$ cat config.mk
export PLATFORM = sky130hd
export DESIGN_NAME = it16_interval_timer
export DESIGN_NICKNAME = d
export VERILOG_FILES = /design/src/hdl/it16_pkg.sv /design/src/hdl/it16_interval_timer.sv
export SDC_FILE = /design/constraint.sdc
export NUM_CORES = 1
export LEC_CHECK = 0
export BUFFER_PORTS_ARGS = -buffer_cell sky130_fd_sc_hd__clkbuf_2
export CORE_MARGIN = 2
export CORE_UTILIZATION = 53
export DETAILED_ROUTE_END_ITERATION = 6
export HOLD_SLACK_MARGIN = 0.03
export PLACE_DENSITY = 0.74
export SYNTH_ARGS = -nofsm -noshare
export SYNTH_HDL_FRONTEND = slang
export SYNTH_SLANG_ARGS = --single-unit
$ cat constraint.sdc
create_clock -name i_ref_clk -period 6.4 [get_ports i_ref_clk]
set_input_delay 1.28 -clock i_ref_clk [delete_from_list [all_inputs] [get_ports i_ref_clk]]
set_output_delay 1.28 -clock i_ref_clk [all_outputs]
set_load 0.02 [all_outputs]
$ cat src/hdl/it16_pkg.sv
// Package: register map, control field layout and shared types of the interval timer
package it16_pkg;

  // Register byte offsets on the Avalon-MM slave
  localparam logic [7:0] IT16_OFS_CONTROL  = 8'h00;
  localparam logic [7:0] IT16_OFS_COUNT    = 8'h04;
  localparam logic [7:0] IT16_OFS_PERIOD   = 8'h08;
  localparam logic [7:0] IT16_OFS_IRQ_STAT = 8'h0c;
  localparam logic [7:0] IT16_OFS_IRQ_CLR  = 8'h10;
  localparam logic [7:0] IT16_OFS_IRQ_EN   = 8'h14;

  // Control register field positions
  localparam int IT16_BIT_TIMER_ON     = 15;
  localparam int IT16_BIT_IDLE_STOP    = 13;
  localparam int IT16_BIT_ASYNC_WR_DIS = 12;
  localparam int IT16_BIT_CNT_WR_PEND  = 11;
  localparam int IT16_BIT_PER_WR_PEND  = 10;
  localparam int IT16_BIT_EXT_SEL_HI   = 9;
  localparam int IT16_BIT_EXT_SEL_LO   = 8;
  localparam int IT16_BIT_GATE_EN      = 7;
  localparam int IT16_BIT_PRESC_HI     = 5;
  localparam int IT16_BIT_PRESC_LO     = 4;
  localparam int IT16_BIT_SYNC_SEL     = 2;
  localparam int IT16_BIT_CLK_SRC      = 1;

  // Software-writable control bits; the rest read back as zero or status
  localparam logic [15:0] IT16_CTRL_WR_MASK = 16'hb3b6;
  localparam logic [15:0] IT16_CTRL_RESET   = 16'h0000;
  localparam logic [15:0] IT16_COUNT_RESET  = 16'h0000;
  localparam logic [15:0] IT16_PERIOD_RESET = 16'hffff;

  // Interrupt status bit positions
  localparam int IT16_IRQ_PERIOD = 0;
  localparam int IT16_IRQ_GATE   = 1;
  localparam int IT16_IRQ_W      = 2;

  // Prescale select encodings and their terminal counts (divide minus one)
  localparam logic [1:0] IT16_PS_DIV1   = 2'b00;
  localparam logic [1:0] IT16_PS_DIV8   = 2'b01;
  localparam logic [1:0] IT16_PS_DIV64  = 2'b10;
  localparam logic [1:0] IT16_PS_DIV256 = 2'b11;
  localparam logic [7:0] IT16_TC_DIV1   = 8'h00;
  localparam logic [7:0] IT16_TC_DIV8   = 8'h07;
  localparam logic [7:0] IT16_TC_DIV64  = 8'h3f;
  localparam logic [7:0] IT16_TC_DIV256 = 8'hff;

  // Extended clock select encodings
  localparam logic [1:0] IT16_EXT_PIN  = 2'b00;
  localparam logic [1:0] IT16_EXT_INST = 2'b01;
  localparam logic [1:0] IT16_EXT_OSC  = 2'b10;
  localparam logic [1:0] IT16_EXT_FRC  = 2'b11;

  typedef struct packed {
    logic        read;
    logic        write;
    logic [7:0]  address;
    logic [3:0]  byteenable;
    logic [31:0] writedata;
  } it16_avmm_req_t;

  typedef struct packed {
    logic ext_clk_pin;
    logic inst_clk;
    logic osc_clk;
    logic frc_clk;
    logic gate;
    logic idle;
    logic sleep;
  } it16_async_in_t;

endpackage : it16_pkg
$ cat src/hdl/it16_interval_timer.sv
// Module: 16-bit interval timer/counter with Avalon-MM register slave and interrupt
// Summary of operation
// - 16-bit free-running timer: plain, gated, synchronous and asynchronous counter modes
// - Timer on bit 15 starts counting when set, stops when clear
// - Idle stop bit 13 halts timer in Idle; clear keeps it running
// - Async write disable bit 12 drops timer writes while a posted write pends
// - Read-only bit 11 shows a pending asynchronous count write
// - Read-only bit 10 shows a pending asynchronous period write
// - Bits 9-8 pick external source: fast RC, oscillator, instruction clock, pin
// - Clock source bit 1 selects external source, else peripheral clock
// - Gate enable bit 7 gates accumulation on internal clock; ignored on external
// - Prescale bits 5-4 divide by 256, 64, 8 or 1
// - Sync select bit 2 synchronises external input; ignored on internal clock
// - External input is synchronised after the prescaler, not before
// - Count writes ignored while running as external synchronous counter
// - Asynchronous counter keeps running while the CPU sleeps
// - Unimplemented control bits 14, 6, 3 and 0 read as zero
`timescale 1ns/10ps
module it16_interval_timer
  import it16_pkg::*;
(
  input  wire logic                     i_ref_clk,      // 25 MHz peripheral clock
  input  wire logic                     i_rst_b,        // Async reset, active low
  input  wire it16_pkg::it16_avmm_req_t i_avmm,         // Avalon-MM request
  output logic                          o_waitrequest,  // Avalon-MM waitrequest
  output logic [31:0]                   o_readdata,     // Avalon-MM read data
  input  wire it16_pkg::it16_async_in_t i_async,        // Pins and foreign clocks
  output logic                          o_irq           // Level interrupt
);

  // ---------------------------------------------------------------------
  // Input conditioning: three flops, a change counts once stages 2 and 3 agree
  // ---------------------------------------------------------------------
  localparam int NIN = $bits(it16_async_in_t);

  logic [NIN-1:0] sync1_q;
  logic [NIN-1:0] sync2_q;
  logic [NIN-1:0] sync3_q;
  logic [NIN-1:0] clean_q;
  it16_async_in_t in_c;

  always_ff @(posedge i_ref_clk or negedge i_rst_b) begin
    if (!i_rst_b) begin
      sync1_q <= '0;
      sync2_q <= '0;
      sync3_q <= '0;
    end else begin
      sync1_q <= i_async;
      sync2_q <= sync1_q;
      sync3_q <= sync2_q;
    end
  end

  genvar gi;
  generate
    for (gi = 0; gi < NIN; gi++) begin : g_filter
      always_ff @(posedge i_ref_clk or negedge i_rst_b) begin
        if (!i_rst_b) begin
          clean_q[gi] <= 1'b0;
        end else if (sync2_q[gi] == sync3_q[gi]) begin
          clean_q[gi] <= sync3_q[gi];
        end
      end
    end
  endgenerate

  assign in_c = clean_q;

  // ---------------------------------------------------------------------
  // Registers
  // ---------------------------------------------------------------------
  logic [15:0]          ctrl_q;
  logic [15:0]          count_q;
  logic [15:0]          period_q;
  logic [IT16_IRQ_W-1:0] irq_stat_q;
  logic [IT16_IRQ_W-1:0] irq_en_q;
  logic                 cnt_pend_q;
  logic                 per_pend_q;
  logic [15:0]          cnt_post_q;
  logic [15:0]          per_post_q;

  logic       timer_on;
  logic       idle_stop;
  logic       async_wr_dis;
  logic [1:0] ext_sel;
  logic       gate_en;
  logic [1:0] presc_sel;
  logic       sync_sel;
  logic       clk_src;

  assign timer_on     = ctrl_q[IT16_BIT_TIMER_ON];
  assign idle_stop    = ctrl_q[IT16_BIT_IDLE_STOP];
  assign async_wr_dis = ctrl_q[IT16_BIT_ASYNC_WR_DIS];
  assign ext_sel      = ctrl_q[IT16_BIT_EXT_SEL_HI:IT16_BIT_EXT_SEL_LO];
  assign gate_en      = ctrl_q[IT16_BIT_GATE_EN];
  assign presc_sel    = ctrl_q[IT16_BIT_PRESC_HI:IT16_BIT_PRESC_LO];
  assign sync_sel     = ctrl_q[IT16_BIT_SYNC_SEL];
  assign clk_src      = ctrl_q[IT16_BIT_CLK_SRC];

  // Asynchronous counter: external source without synchronisation
  logic async_mode;
  logic ext_sync_run;
  assign async_mode   = clk_src && !sync_sel;
  assign ext_sync_run = clk_src && sync_sel && timer_on;

  function automatic logic [7:0] presc_tc(input logic [1:0] sel);
    case (sel)
      IT16_PS_DIV1:   presc_tc = IT16_TC_DIV1;
      IT16_PS_DIV8:   presc_tc = IT16_TC_DIV8;
      IT16_PS_DIV64:  presc_tc = IT16_TC_DIV64;
      IT16_PS_DIV256: presc_tc = IT16_TC_DIV256;
      default:        presc_tc = IT16_TC_DIV1;
    endcase
  endfunction : presc_tc

  function automatic logic [31:0] ctrl_view(input logic [15:0] c,
                                            input logic        cp,
                                            input logic        pp);
    logic [15:0] v;
    v = c & IT16_CTRL_WR_MASK;
    v[IT16_BIT_CNT_WR_PEND] = cp;
    v[IT16_BIT_PER_WR_PEND] = pp;
    ctrl_view = {16'h0000, v};
  endfunction : ctrl_view

  // ---------------------------------------------------------------------
  // Avalon-MM slave: one wait state, write lands at the edge waitrequest is low
  // ---------------------------------------------------------------------
  logic ack_q;
  logic req;
  logic wr_go;
  logic rd_go;
  assign req           = i_avmm.read || i_avmm.write;
  assign o_waitrequest = req && !ack_q;
  assign wr_go         = i_avmm.write && ack_q;
  assign rd_go         = i_avmm.read && !ack_q;

  always_ff @(posedge i_ref_clk or negedge i_rst_b) begin
    if (!i_rst_b) begin
      ack_q <= 1'b0;
    end else begin
      ack_q <= req && !ack_q;
    end
  end

  // Only the low two byte lanes hold data; upper lanes are ignored
  logic [15:0] wdata16;
  logic [15:0] be_mask;
  assign be_mask = {{8{i_avmm.byteenable[1]}}, {8{i_avmm.byteenable[0]}}};

  function automatic logic [15:0] merge16(input logic [15:0] old,
                                          input logic [15:0] nw,
                                          input logic [15:0] m);
    merge16 = (old & ~m) | (nw & m);
  endfunction : merge16

  assign wdata16 = i_avmm.writedata[15:0];

  logic wr_ctrl;
  logic wr_count;
  logic wr_period;
  logic wr_irq_clr;
  logic wr_irq_en;
  assign wr_ctrl    = wr_go && (i_avmm.address == IT16_OFS_CONTROL);
  assign wr_count   = wr_go && (i_avmm.address == IT16_OFS_COUNT);
  assign wr_period  = wr_go && (i_avmm.address == IT16_OFS_PERIOD);
  assign wr_irq_clr = wr_go && (i_avmm.address == IT16_OFS_IRQ_CLR);
  assign wr_irq_en  = wr_go && (i_avmm.address == IT16_OFS_IRQ_EN);

  always_ff @(posedge i_ref_clk or negedge i_rst_b) begin
    if (!i_rst_b) begin
      o_readdata <= 32'h0000_0000;
    end else if (rd_go) begin
      case (i_avmm.address)
        IT16_OFS_CONTROL:  o_readdata <= ctrl_view(ctrl_q, cnt_pend_q, per_pend_q);
        IT16_OFS_COUNT:    o_readdata <= {16'h0000, count_q};
        IT16_OFS_PERIOD:   o_readdata <= {16'h0000, period_q};
        IT16_OFS_IRQ_STAT: o_readdata <= {{(32-IT16_IRQ_W){1'b0}}, irq_stat_q};
        IT16_OFS_IRQ_EN:   o_readdata <= {{(32-IT16_IRQ_W){1'b0}}, irq_en_q};
        default:           o_readdata <= 32'h0000_0000;
      endcase
    end
  end

  always_ff @(posedge i_ref_clk or negedge i_rst_b) begin
    if (!i_rst_b) begin
      ctrl_q <= IT16_CTRL_RESET;
    end else if (wr_ctrl) begin
      ctrl_q <= merge16(ctrl_q, wdata16, be_mask) & IT16_CTRL_WR_MASK;
    end
  end

  always_ff @(posedge i_ref_clk or negedge i_rst_b) begin
    if (!i_rst_b) begin
      irq_en_q <= '0;
    end else if (wr_irq_en && i_avmm.byteenable[0]) begin
      irq_en_q <= wdata16[IT16_IRQ_W-1:0];
    end
  end

  // ---------------------------------------------------------------------
  // Clock source selection and prescaler
  // ---------------------------------------------------------------------
  logic ext_src;
  always_comb begin
    case (ext_sel)
      IT16_EXT_PIN:  ext_src = in_c.ext_clk_pin;
      IT16_EXT_INST: ext_src = in_c.inst_clk;
      IT16_EXT_OSC:  ext_src = in_c.osc_clk;
      IT16_EXT_FRC:  ext_src = in_c.frc_clk;
      default:       ext_src = in_c.ext_clk_pin;
    endcase
  end

  logic ext_prev_q;
  logic ext_edge;
  always_ff @(posedge i_ref_clk or negedge i_rst_b) begin
    if (!i_rst_b) begin
      ext_prev_q <= 1'b0;
    end else begin
      ext_prev_q <= ext_src;
    end
  end
  assign ext_edge = ext_src && !ext_prev_q;

  // The internal clock and synchronous modes stop in sleep; only the
  // asynchronous counter keeps its source alive there.
  logic halted;
  logic gate_ok;
  logic src_pulse;
  assign halted  = (in_c.idle && idle_stop)
                || (in_c.sleep && !async_mode);
  assign gate_ok = clk_src || !gate_en || in_c.gate;
  assign src_pulse = clk_src ? ext_edge : 1'b1;

  logic       presc_en;
  logic [7:0] presc_q;
  logic       presc_tick;
  assign presc_en   = timer_on && !halted && gate_ok && src_pulse;
  assign presc_tick = presc_en && (presc_q == presc_tc(presc_sel));

  always_ff @(posedge i_ref_clk or negedge i_rst_b) begin
    if (!i_rst_b) begin
      presc_q <= 8'h00;
    end else if (!timer_on || wr_ctrl || wr_count) begin
      presc_q <= 8'h00;
    end else if (presc_en) begin
      presc_q <= presc_tick ? 8'h00 : presc_q + 8'h01;
    end
  end

  // Synchronisation sits behind the prescaler: its tick is carried as a
  // toggle through three flops, which costs three cycles of latency.
  logic tick_tgl_q;
  logic tick_s1_q;
  logic tick_s2_q;
  logic tick_s3_q;
  logic sync_tick;
  always_ff @(posedge i_ref_clk or negedge i_rst_b) begin
    if (!i_rst_b) begin
      tick_tgl_q <= 1'b0;
      tick_s1_q  <= 1'b0;
      tick_s2_q  <= 1'b0;
      tick_s3_q  <= 1'b0;
    end else begin
      if (presc_tick) begin
        tick_tgl_q <= !tick_tgl_q;
      end
      tick_s1_q <= tick_tgl_q;
      tick_s2_q <= tick_s1_q;
      tick_s3_q <= tick_s2_q;
    end
  end
  assign sync_tick = tick_s2_q ^ tick_s3_q;

  logic count_tick;
  always_comb begin
    if (clk_src && sync_sel) begin
      count_tick = sync_tick && timer_on && !halted;
    end else begin
      count_tick = presc_tick;
    end
  end

  // ---------------------------------------------------------------------
  // Posted writes in asynchronous mode
  // ---------------------------------------------------------------------
  logic any_pend;
  logic wr_blocked;
  logic post_commit;
  assign any_pend    = cnt_pend_q || per_pend_q;
  assign wr_blocked  = async_mode && async_wr_dis && any_pend;
  // A posted word lands on the next edge of the asynchronous source
  assign post_commit = ext_edge || !async_mode;

  logic cnt_accept;
  logic per_accept;
  assign cnt_accept = wr_count && !ext_sync_run && !wr_blocked;
  assign per_accept = wr_period && !wr_blocked;

  always_ff @(posedge i_ref_clk or negedge i_rst_b) begin
    if (!i_rst_b) begin
      cnt_pend_q <= 1'b0;
      cnt_post_q <= IT16_COUNT_RESET;
    end else if (cnt_accept && async_mode) begin
      cnt_pend_q <= 1'b1;
      cnt_post_q <= merge16(cnt_pend_q ? cnt_post_q : count_q, wdata16, be_mask);
    end else if (cnt_pend_q && post_commit) begin
      cnt_pend_q <= 1'b0;
    end
  end

  always_ff @(posedge i_ref_clk or negedge i_rst_b) begin
    if (!i_rst_b) begin
      per_pend_q <= 1'b0;
      per_post_q <= IT16_PERIOD_RESET;
    end else if (per_accept && async_mode) begin
      per_pend_q <= 1'b1;
      per_post_q <= merge16(per_pend_q ? per_post_q : period_q, wdata16, be_mask);
    end else if (per_pend_q && post_commit) begin
      per_pend_q <= 1'b0;
    end
  end

  always_ff @(posedge i_ref_clk or negedge i_rst_b) begin
    if (!i_rst_b) begin
      period_q <= IT16_PERIOD_RESET;
    end else if (per_accept && !async_mode) begin
      period_q <= merge16(period_q, wdata16, be_mask);
    end else if (per_pend_q && post_commit) begin
      period_q <= per_post_q;
    end
  end

  // ---------------------------------------------------------------------
  // Counter and period match
  // ---------------------------------------------------------------------
  logic period_hit;
  assign period_hit = count_tick && (count_q == period_q);

  always_ff @(posedge i_ref_clk or negedge i_rst_b) begin
    if (!i_rst_b) begin
      count_q <= IT16_COUNT_RESET;
    end else if (cnt_accept && !async_mode) begin
      count_q <= merge16(count_q, wdata16, be_mask);
    end else if (cnt_pend_q && post_commit) begin
      count_q <= cnt_post_q;
    end else if (period_hit) begin
      count_q <= IT16_COUNT_RESET;
    end else if (count_tick) begin
      count_q <= count_q + 16'h0001;
    end
  end

  // ---------------------------------------------------------------------
  // Interrupts: sticky status, set wins over a same-cycle clear
  // ---------------------------------------------------------------------
  logic gate_prev_q;
  logic gate_fall;
  always_ff @(posedge i_ref_clk or negedge i_rst_b) begin
    if (!i_rst_b) begin
      gate_prev_q <= 1'b0;
    end else begin
      gate_prev_q <= in_c.gate;
    end
  end
  // End of a gated accumulation window
  assign gate_fall = timer_on && !clk_src && gate_en && gate_prev_q && !in_c.gate;

  logic [IT16_IRQ_W-1:0] irq_set;
  logic [IT16_IRQ_W-1:0] irq_clr;
  always_comb begin
    irq_set = '0;
    irq_set[IT16_IRQ_PERIOD] = period_hit;
    irq_set[IT16_IRQ_GATE]   = gate_fall;
    irq_clr = (wr_irq_clr && i_avmm.byteenable[0]) ? wdata16[IT16_IRQ_W-1:0] : '0;
  end

  always_ff @(posedge i_ref_clk or negedge i_rst_b) begin
    if (!i_rst_b) begin
      irq_stat_q <= '0;
    end else begin
      irq_stat_q <= (irq_stat_q & ~irq_clr) | irq_set;
    end
  end

  assign o_irq = |(irq_stat_q & irq_en_q);

endmodule : it16_interval_timer

# --- Word level (Yosys, flattened, before mapping) ---
# Cells that the tools add are included.
totals:
  register_bits: 155
classes:
  n_eq_ne: 20
  bitwise: 17
  n_reduce_logical: 67
  n_mux: 21
  add_sub_neg: 2
ops:
  columns: ["operator", "n"]
  rows:
  - ["two-way mux 16 bit", 8]
  - ["AND 16 bit", 6]
  - ["bitwise OR 16 bit", 5]
  - ["one-hot mux 16 bit (5 select lines)", 1]
  - ["logical AND 1 bit", 38]
  - ["one-hot mux 8 bit (4 select lines)", 1]
  - ["two-way mux 8 bit", 3]
  - ["adder 16 x 1 -> 16 bit, second input constant", 1]
  - ["== test 16 bit", 1]
  - ["== test 8 x 4 -> 1 bit, second input constant", 2]
  - ["== test 8 x 5 -> 1 bit, second input constant", 2]
  - ["NOT 16 bit", 1]
  - ["logical NOT 1 bit", 12]
  - ["adder 8 x 1 -> 8 bit, second input constant", 1]
  - ["== test 2 bit, second input constant", 4]
  - ["== test 8 x 3 -> 1 bit, second input constant", 1]
  - ["== test 8 bit", 1]
  - ["logical NOT 8 bit", 1]
  - ["logical OR 1 bit", 8]
  - ["nonzero test 2 bit", 4]
  - ["== test 1 bit", 7]
  - ["two-way mux 1 bit", 6]
  - ["AND 2 bit", 2]
  - ["== test 2 x 1 -> 1 bit, second input constant", 2]
  - ["other kinds (8)", 9]

# --- Depth between registers and ports, before layout ---
# Gate-level depths: netlist of run 1.
depth:
  ltp_word: 15
  mapped_depth: 8

# --- Least setup slack after synthesis of run 1 ---
# Ideal clock, no wire load.
synth_timing:
  kind: "input port to flip-flop"
  startpoint: "in i_avmm[37] (netlist bit)"
  endpoint: "reg (tool-made name)"
  arrival_time_ps: 3122
  slack_ps: 3147
  path_stages: 7
  required_ps: 6269
  cell_sequence: "or4_4 or3_4 or3_4 buf_6 buf_6 a22oi_1 o21ai_1"
synth_lines:
  columns: ["element", "line", "rtl"]
  rows:
  - ["from (decl)", "it16_interval_timer.sv:24", "input wire it16_pkg::it16_avmm_req_t i_avmm,"]

==> results of run 1 <==
==> path summary, 6_finish.rpt <==
kind                            start  slack, ns                          to
setup / recovery           i_avmm[37]       2.60                    register
hold / removal             sync1_q[0]       0.35                  sync2_q[0]
setup reg to reg             register       3.19                    register
hold reg to reg            sync1_q[0]       0.35                  sync2_q[0]
max in group asynchronous     i_rst_b       4.16  asynchronous set/reset pin
min in group asynchronous     i_rst_b       0.81                  presc_q[4]
==> per-layer routing <==
layer | vias to the layer above | global-route usage | share of wire
met5 | - | 0 | 0
met4 | 0 | 0.115 | 0.029
met3 | 48 | 0.0710 | 0.089
met2 | 324 | 0.440 | 0.45
met1 | 3134 | 0.418 | 0.43
li1 | 2758 | - | -
==> per-stage QoR <==
| step | util | setup slack (ns) | power (uW) |
|---|---|---|---|
| 2_1_floorplan | - | 3.15 | 1020 |
| 3_3_place_gp | 0.570 | 2.36 | 1080 |
| 3_5_place_dp | 0.570 | 2.22 | 1080 |
| 4_1_cts | 0.617 | 2.67 | 2130 |
| 5_1_grt | 0.617 | 2.41 | 2180 |
| 6_report | 0.617 | 2.60 | 2120 |
==> worst max-delay path, cell delays in order <==
cell and delay (ns):
clkbuf_2 0.09, or4_4 0.58, nor4_4 0.45, nand2b_1 0.10, buf_4 0.23, nor2_1 0.99
a22oi_1 0.14, o21ai_0 0.26
==> cells by family after synthesis <==
group	synth area share
flip-flops	0.481
other	0.000513
AO/OA/AOI/OAI	0.222
multiplexers	0.0522
AND/OR/NAND/NOR	0.143
XOR/XNOR	0.0383
adder cells (fa/ha/maj)	0.0130
buffers and inverters	0.0504
==> power breakdown <==
group,internal (uW),leakage (uW),switching [uW]
logic,41.3,0.00132,96.5
registers,908,0.00175,27.7
clock network,669,0.000302,377
total,1620,0.00337,501
==> cell type report <==
type	count	share of cell area
multi-input cells	528	0.423
inverters	16	0.00729
clock buffers	20	0.0555
well taps	176	0.0267
repair buffers	60	0.0391
flip-flops and latches	139	0.427
clock inverters	12	0.0208
==> placed cells by master, fill, tap and decap left out, types with 17 or more instances in the layout <==
cell type and count:
clkbuf_16 17, nand3_1 29, a22o_1 25, mux2i_1 19, clkbuf_2 53, nor2_1 48, nand2_1 64, xnor2_1 23
dfstp_2 32, a22oi_1 64, a31oi_1 18, o21ai_0 48, dfrtp_1 107
==> results.yml, run 1 <==
worst_setup_path:
  start_kind: "input port"
  cp_max_fo: 20
  r2r_cells: 6
  worstPathRequired_ns: 6.74
  critPathKind: "input port to register"
  cp-end-kind: "register"
  arrival_ns: 4.14
logic_synthesis:
  synth_edf_count: 0
  ys_warn_count: 0
  yosys.area.top_type: "dfrtp_1"
  yosysUniqueCellTypes: 73
  synth_area_um2: 7320
  synthCells: 728
  synth_flop_cell: "dfrtp_1"
  synth_top_area_share: 0.366
  netlist_top_cells_count: "dfrtp_1, a22oi_1, nand2_1, nor2_1, o21ai_0"
  seq_area_frac_synth: 0.481
  async_reset_ff_frac: 1.00
  yosys-top-cells-area: "dfrtp_1, dfstp_2, a22oi_1, o21ai_0, nand2_1"
  yosysMostFrequentCell: "dfrtp_1"
  ys_seq_elements: 139
  syn_area_per_cell_um2: 10.1
die:
  start_util: 0.548
  io_pins: 89
  std_cell_rows: 42
  die_h_um: 121
  die-area_um2: 14800
  core_um2: 13300
  die_x_um: 121
grt:
  globalRouteTotalUtil: 0.296
  grt_max_degree: 82
  grt_pass1_vias: 6038
  grt-ovfl-total: 0
  antenna_found_initial: 0
  grt_pass1_wl_um: 33200
hold_path:
  hp-class: "register to register"
  whs_path_depth: 0
timing:
  setup_tns_ns: 0
  slew_viol_final: 0
  tightest_slew_ns: 1.32
  rsz0062_at_grt: "false"
  final-hold-violation-count: 0
  holdWs_ns: 0.347
  clock.fmax_ghz: 0.263
  finalWorstPathRequiredPeriod_ns: 3.80
  finClkSkew_ns: 0.00937
  setup_viol: 0
  slew_headroom: 0.120
  period_share: 0.594
placement:
  placed_area_um2: 7610
  numPortBuffers: 54
  dpl.hpwl_um: 14300
  placed_cells: 919
  place.gp.congestion: 0.929
routing:
  via_count: 6264
  wl_um: 20800
  first_iter_violations: 701
  wl_per_cell_um: 21.9
  drt_first_pass_iters: 6
  ant_nets: 0
  routed_via_density: 6.59
  drc_errors: 0
cells_and_area:
  nFillCells: 1126
  insertedDiodeCount: 0
  syn2layout_area_growth_pct: 12.5
  stdcell_area_um2: 8230
  nNetsFinal: 819
  multi_input_area_um2: 3490
  regArea_um2: 3520
  drive_above_1_share: 0.200
  layout.cells.non_filler: 951
clock_network:
  cts-root-buf: "clkbuf_16"
  cts_tree: "built"
  cts_setup_buffers: 0
  clock-sinks: 139
  hold_buffers: 0
  h-tree-depth: 4
  clk_transition_reported_paths_ns: 0.06
  clk_path_buf_depth: 2
  cts_inserted_buffers: 17
  clock_latency_ns: 0.43
  cts_resized: 0
run:
  maxCapViolations: 0
status:
  status: "complete, no violations"
power:
  p_per_area_nw_per_um2: 257
  ir_worst_vdd_mv: 0.177
  leakage_uw: 0.00337
No activity file was read; power rests on OpenSTA's default activity.
==> run 2: changes to the inputs <==
==> constraint.sdc (replaced) <==
create_clock -name i_ref_clk -period 3.63 [get_ports i_ref_clk]
set_input_delay 0.726 -clock i_ref_clk [delete_from_list [all_inputs] [get_ports i_ref_clk]]
set_output_delay 0.726 -clock i_ref_clk [all_outputs]
set_load 0.02 [all_outputs]
==> run 2 against run 1 <==
  * Sequential cell count did not move
  * Die area did not move
  * Highest routed layer unchanged
  * Non-clock buffer count rose by 14
  * Largest power group unchanged
  * Utilization rose by 1.1 points
  * Largest cell class unchanged
  * Register-to-register slack got worse by 2.5 ns
  * Global-route usage rose by 0.82 points
  * Combinational power rose by 88%
  * Critical path depth fell by 2
  * Sequential share of layout area fell by 0.72 points
==> results.yml, run 2 (synthesis results as in run 1) <==
status:
  status: "complete, no violations"
worst_setup_path:
  cp_max_fo: 9
  start_kind: "register"
  arrival_ns: 3.23
  critPathKind: "register to register"
  cp-end-kind: "register"
  worstPathRequired_ns: 3.95
grt:
  grt_pass1_vias: 6163
  grt_max_degree: 87
  grt-ovfl-total: 0
  grt_pass1_wl_um: 33800
  globalRouteTotalUtil: 0.304
  antenna_found_initial: 0
power:
  ir_worst_vdd_mv: 0.344
  p_total_uw: 3760
  leakage_uw: 0.00346
  p_per_area_nw_per_um2: 449
cells_and_area:
  stdcell_area_um2: 8380
  final_cell_mix: "dfrtp_1, nand2_1, a22oi_1"
  multi_input_area_um2: 3490
  mostFrequentLayoutCell: "dfrtp_1"
  syn2layout_area_growth_pct: 14.5
  drive_above_1_share: 0.215
  nFillCells: 1091
  regArea_um2: 3520
  nNetsFinal: 833
  insertedDiodeCount: 0
die:
  core_um2: 13300
  die_x_um: 121
  die_h_um: 121
  start_util: 0.548
  die-area_um2: 14800
  io_pins: 89
  std_cell_rows: 42
routing:
  ant_nets: 0
  wl_um: 21200
  drt_first_pass_iters: 6
  first_iter_violations: 737
  wl_per_cell_um: 22.0
  routed_via_density: 6.57
  drc_errors: 0
  via_count: 6337
placement:
  dpl.hpwl_um: 14600
  numPortBuffers: 54
  placed_area_um2: 7720
  place.gp.congestion: 0.928
  dp_slack_ns: 0.484
timing:
  slew_viol_final: 0
  final-hold-violation-count: 0
  clock.fmax_ghz: 0.343
  slew_headroom: 0.118
  finalWorstPathRequiredPeriod_ns: 2.91
  setup_viol: 0
  rsz0062_at_grt: "false"
  period_share: 0.803
  finClkSkew_ns: 0.0155
  tightest_slew_ns: 1.32
  setup_tns_ns: 0
  setup_ws_ns: 0.717
clock_network:
  cts-root-buf: "clkbuf_16"
  clk_path_buf_depth: 2
  clock-sinks: 139
  clk_transition_reported_paths_ns: 0.07
  cts_setup_buffers: 0
  h-tree-depth: 4
  hold_buffers: 0
  cts_inserted_buffers: 17
  clock_latency_ns: 0.44
  cts_tree: "built"
  cts_resized: 0
hold_path:
  hp-class: "register to register"
run:
  maxCapViolations: 0
-- run 2: changes by cell type in the layout (fill, tap and decap cells not counted), sizes merged --
cell / before / now
clkinvlp: 3 / 1
bufinv: 4 / 0
inv: 16 / 18
clkbuf: 73 / 80
buf: 7 / 21
clkinv: 5 / 2
-- run 2: cell type report --
class | instances | area share
sequential | 139 | 0.420
clock inverter | 5 | 0.00388
tap | 176 | 0.0263
multi-input combinational | 528 | 0.416
timing repair buffer | 74 | 0.0524
inverter | 16 | 0.00717
clock buffer | 27 | 0.0739
-- run 2: final timing paths --
check / from / end / slack [ns] / depth (start not counted)
worst max register to register: register / register / 0.72 / 6
max in group asynchronous: i_rst_b / asynchronous set/reset pin / 2.45 / 2
worst max-delay path: register / register / 0.72 / 6
worst min-delay path: sync1_q[3] / sync2_q[3] / 0.35 / 0
min in group asynchronous: i_rst_b / presc_q[3] / 0.36 / 1
worst min register to register: sync1_q[3] / sync2_q[3] / 0.35 / 0
-- run 2: report_power, final --
group          internal [uW]  switching (uW)
clock network           1170             682
registers               1600            47.3
logic                   83.3             176
total                   2860             905
-- run 2: layer usage --
| metal | track usage | vias up | part of all wire |
|---|---|---|---|
| met5 | 0 | - | 0 |
| met4 | 0.140 | 0 | 0.034 |
| met3 | 0.0630 | 63 | 0.093 |
| met1 | 0.427 | 3108 | 0.42 |
| met2 | 0.453 | 380 | 0.45 |
| li1 | - | 2786 | - |
-- run 2: critical path, cell delays in order, from the launching register on --
cell and delay [ns]:
dfrtp_1 0.46, mux4_2 0.60, a21oi_1 0.54, nor2_1 0.14, o31ai_2 0.60, o21ai_0 0.21, a22o_1 0.24
-- run 2: metrics by stage --
step | hold WS [ns] | instances | utilization
2_1_floorplan | 0.331 | 743 | -
3_3_place_gp | 0.333 | 933 | 0.579
3_5_place_dp | 0.335 | 933 | 0.579
4_1_cts | 0.348 | 965 | 0.627
5_1_grt | 0.350 | 965 | 0.627
6_report | 0.347 | 965 | 0.627
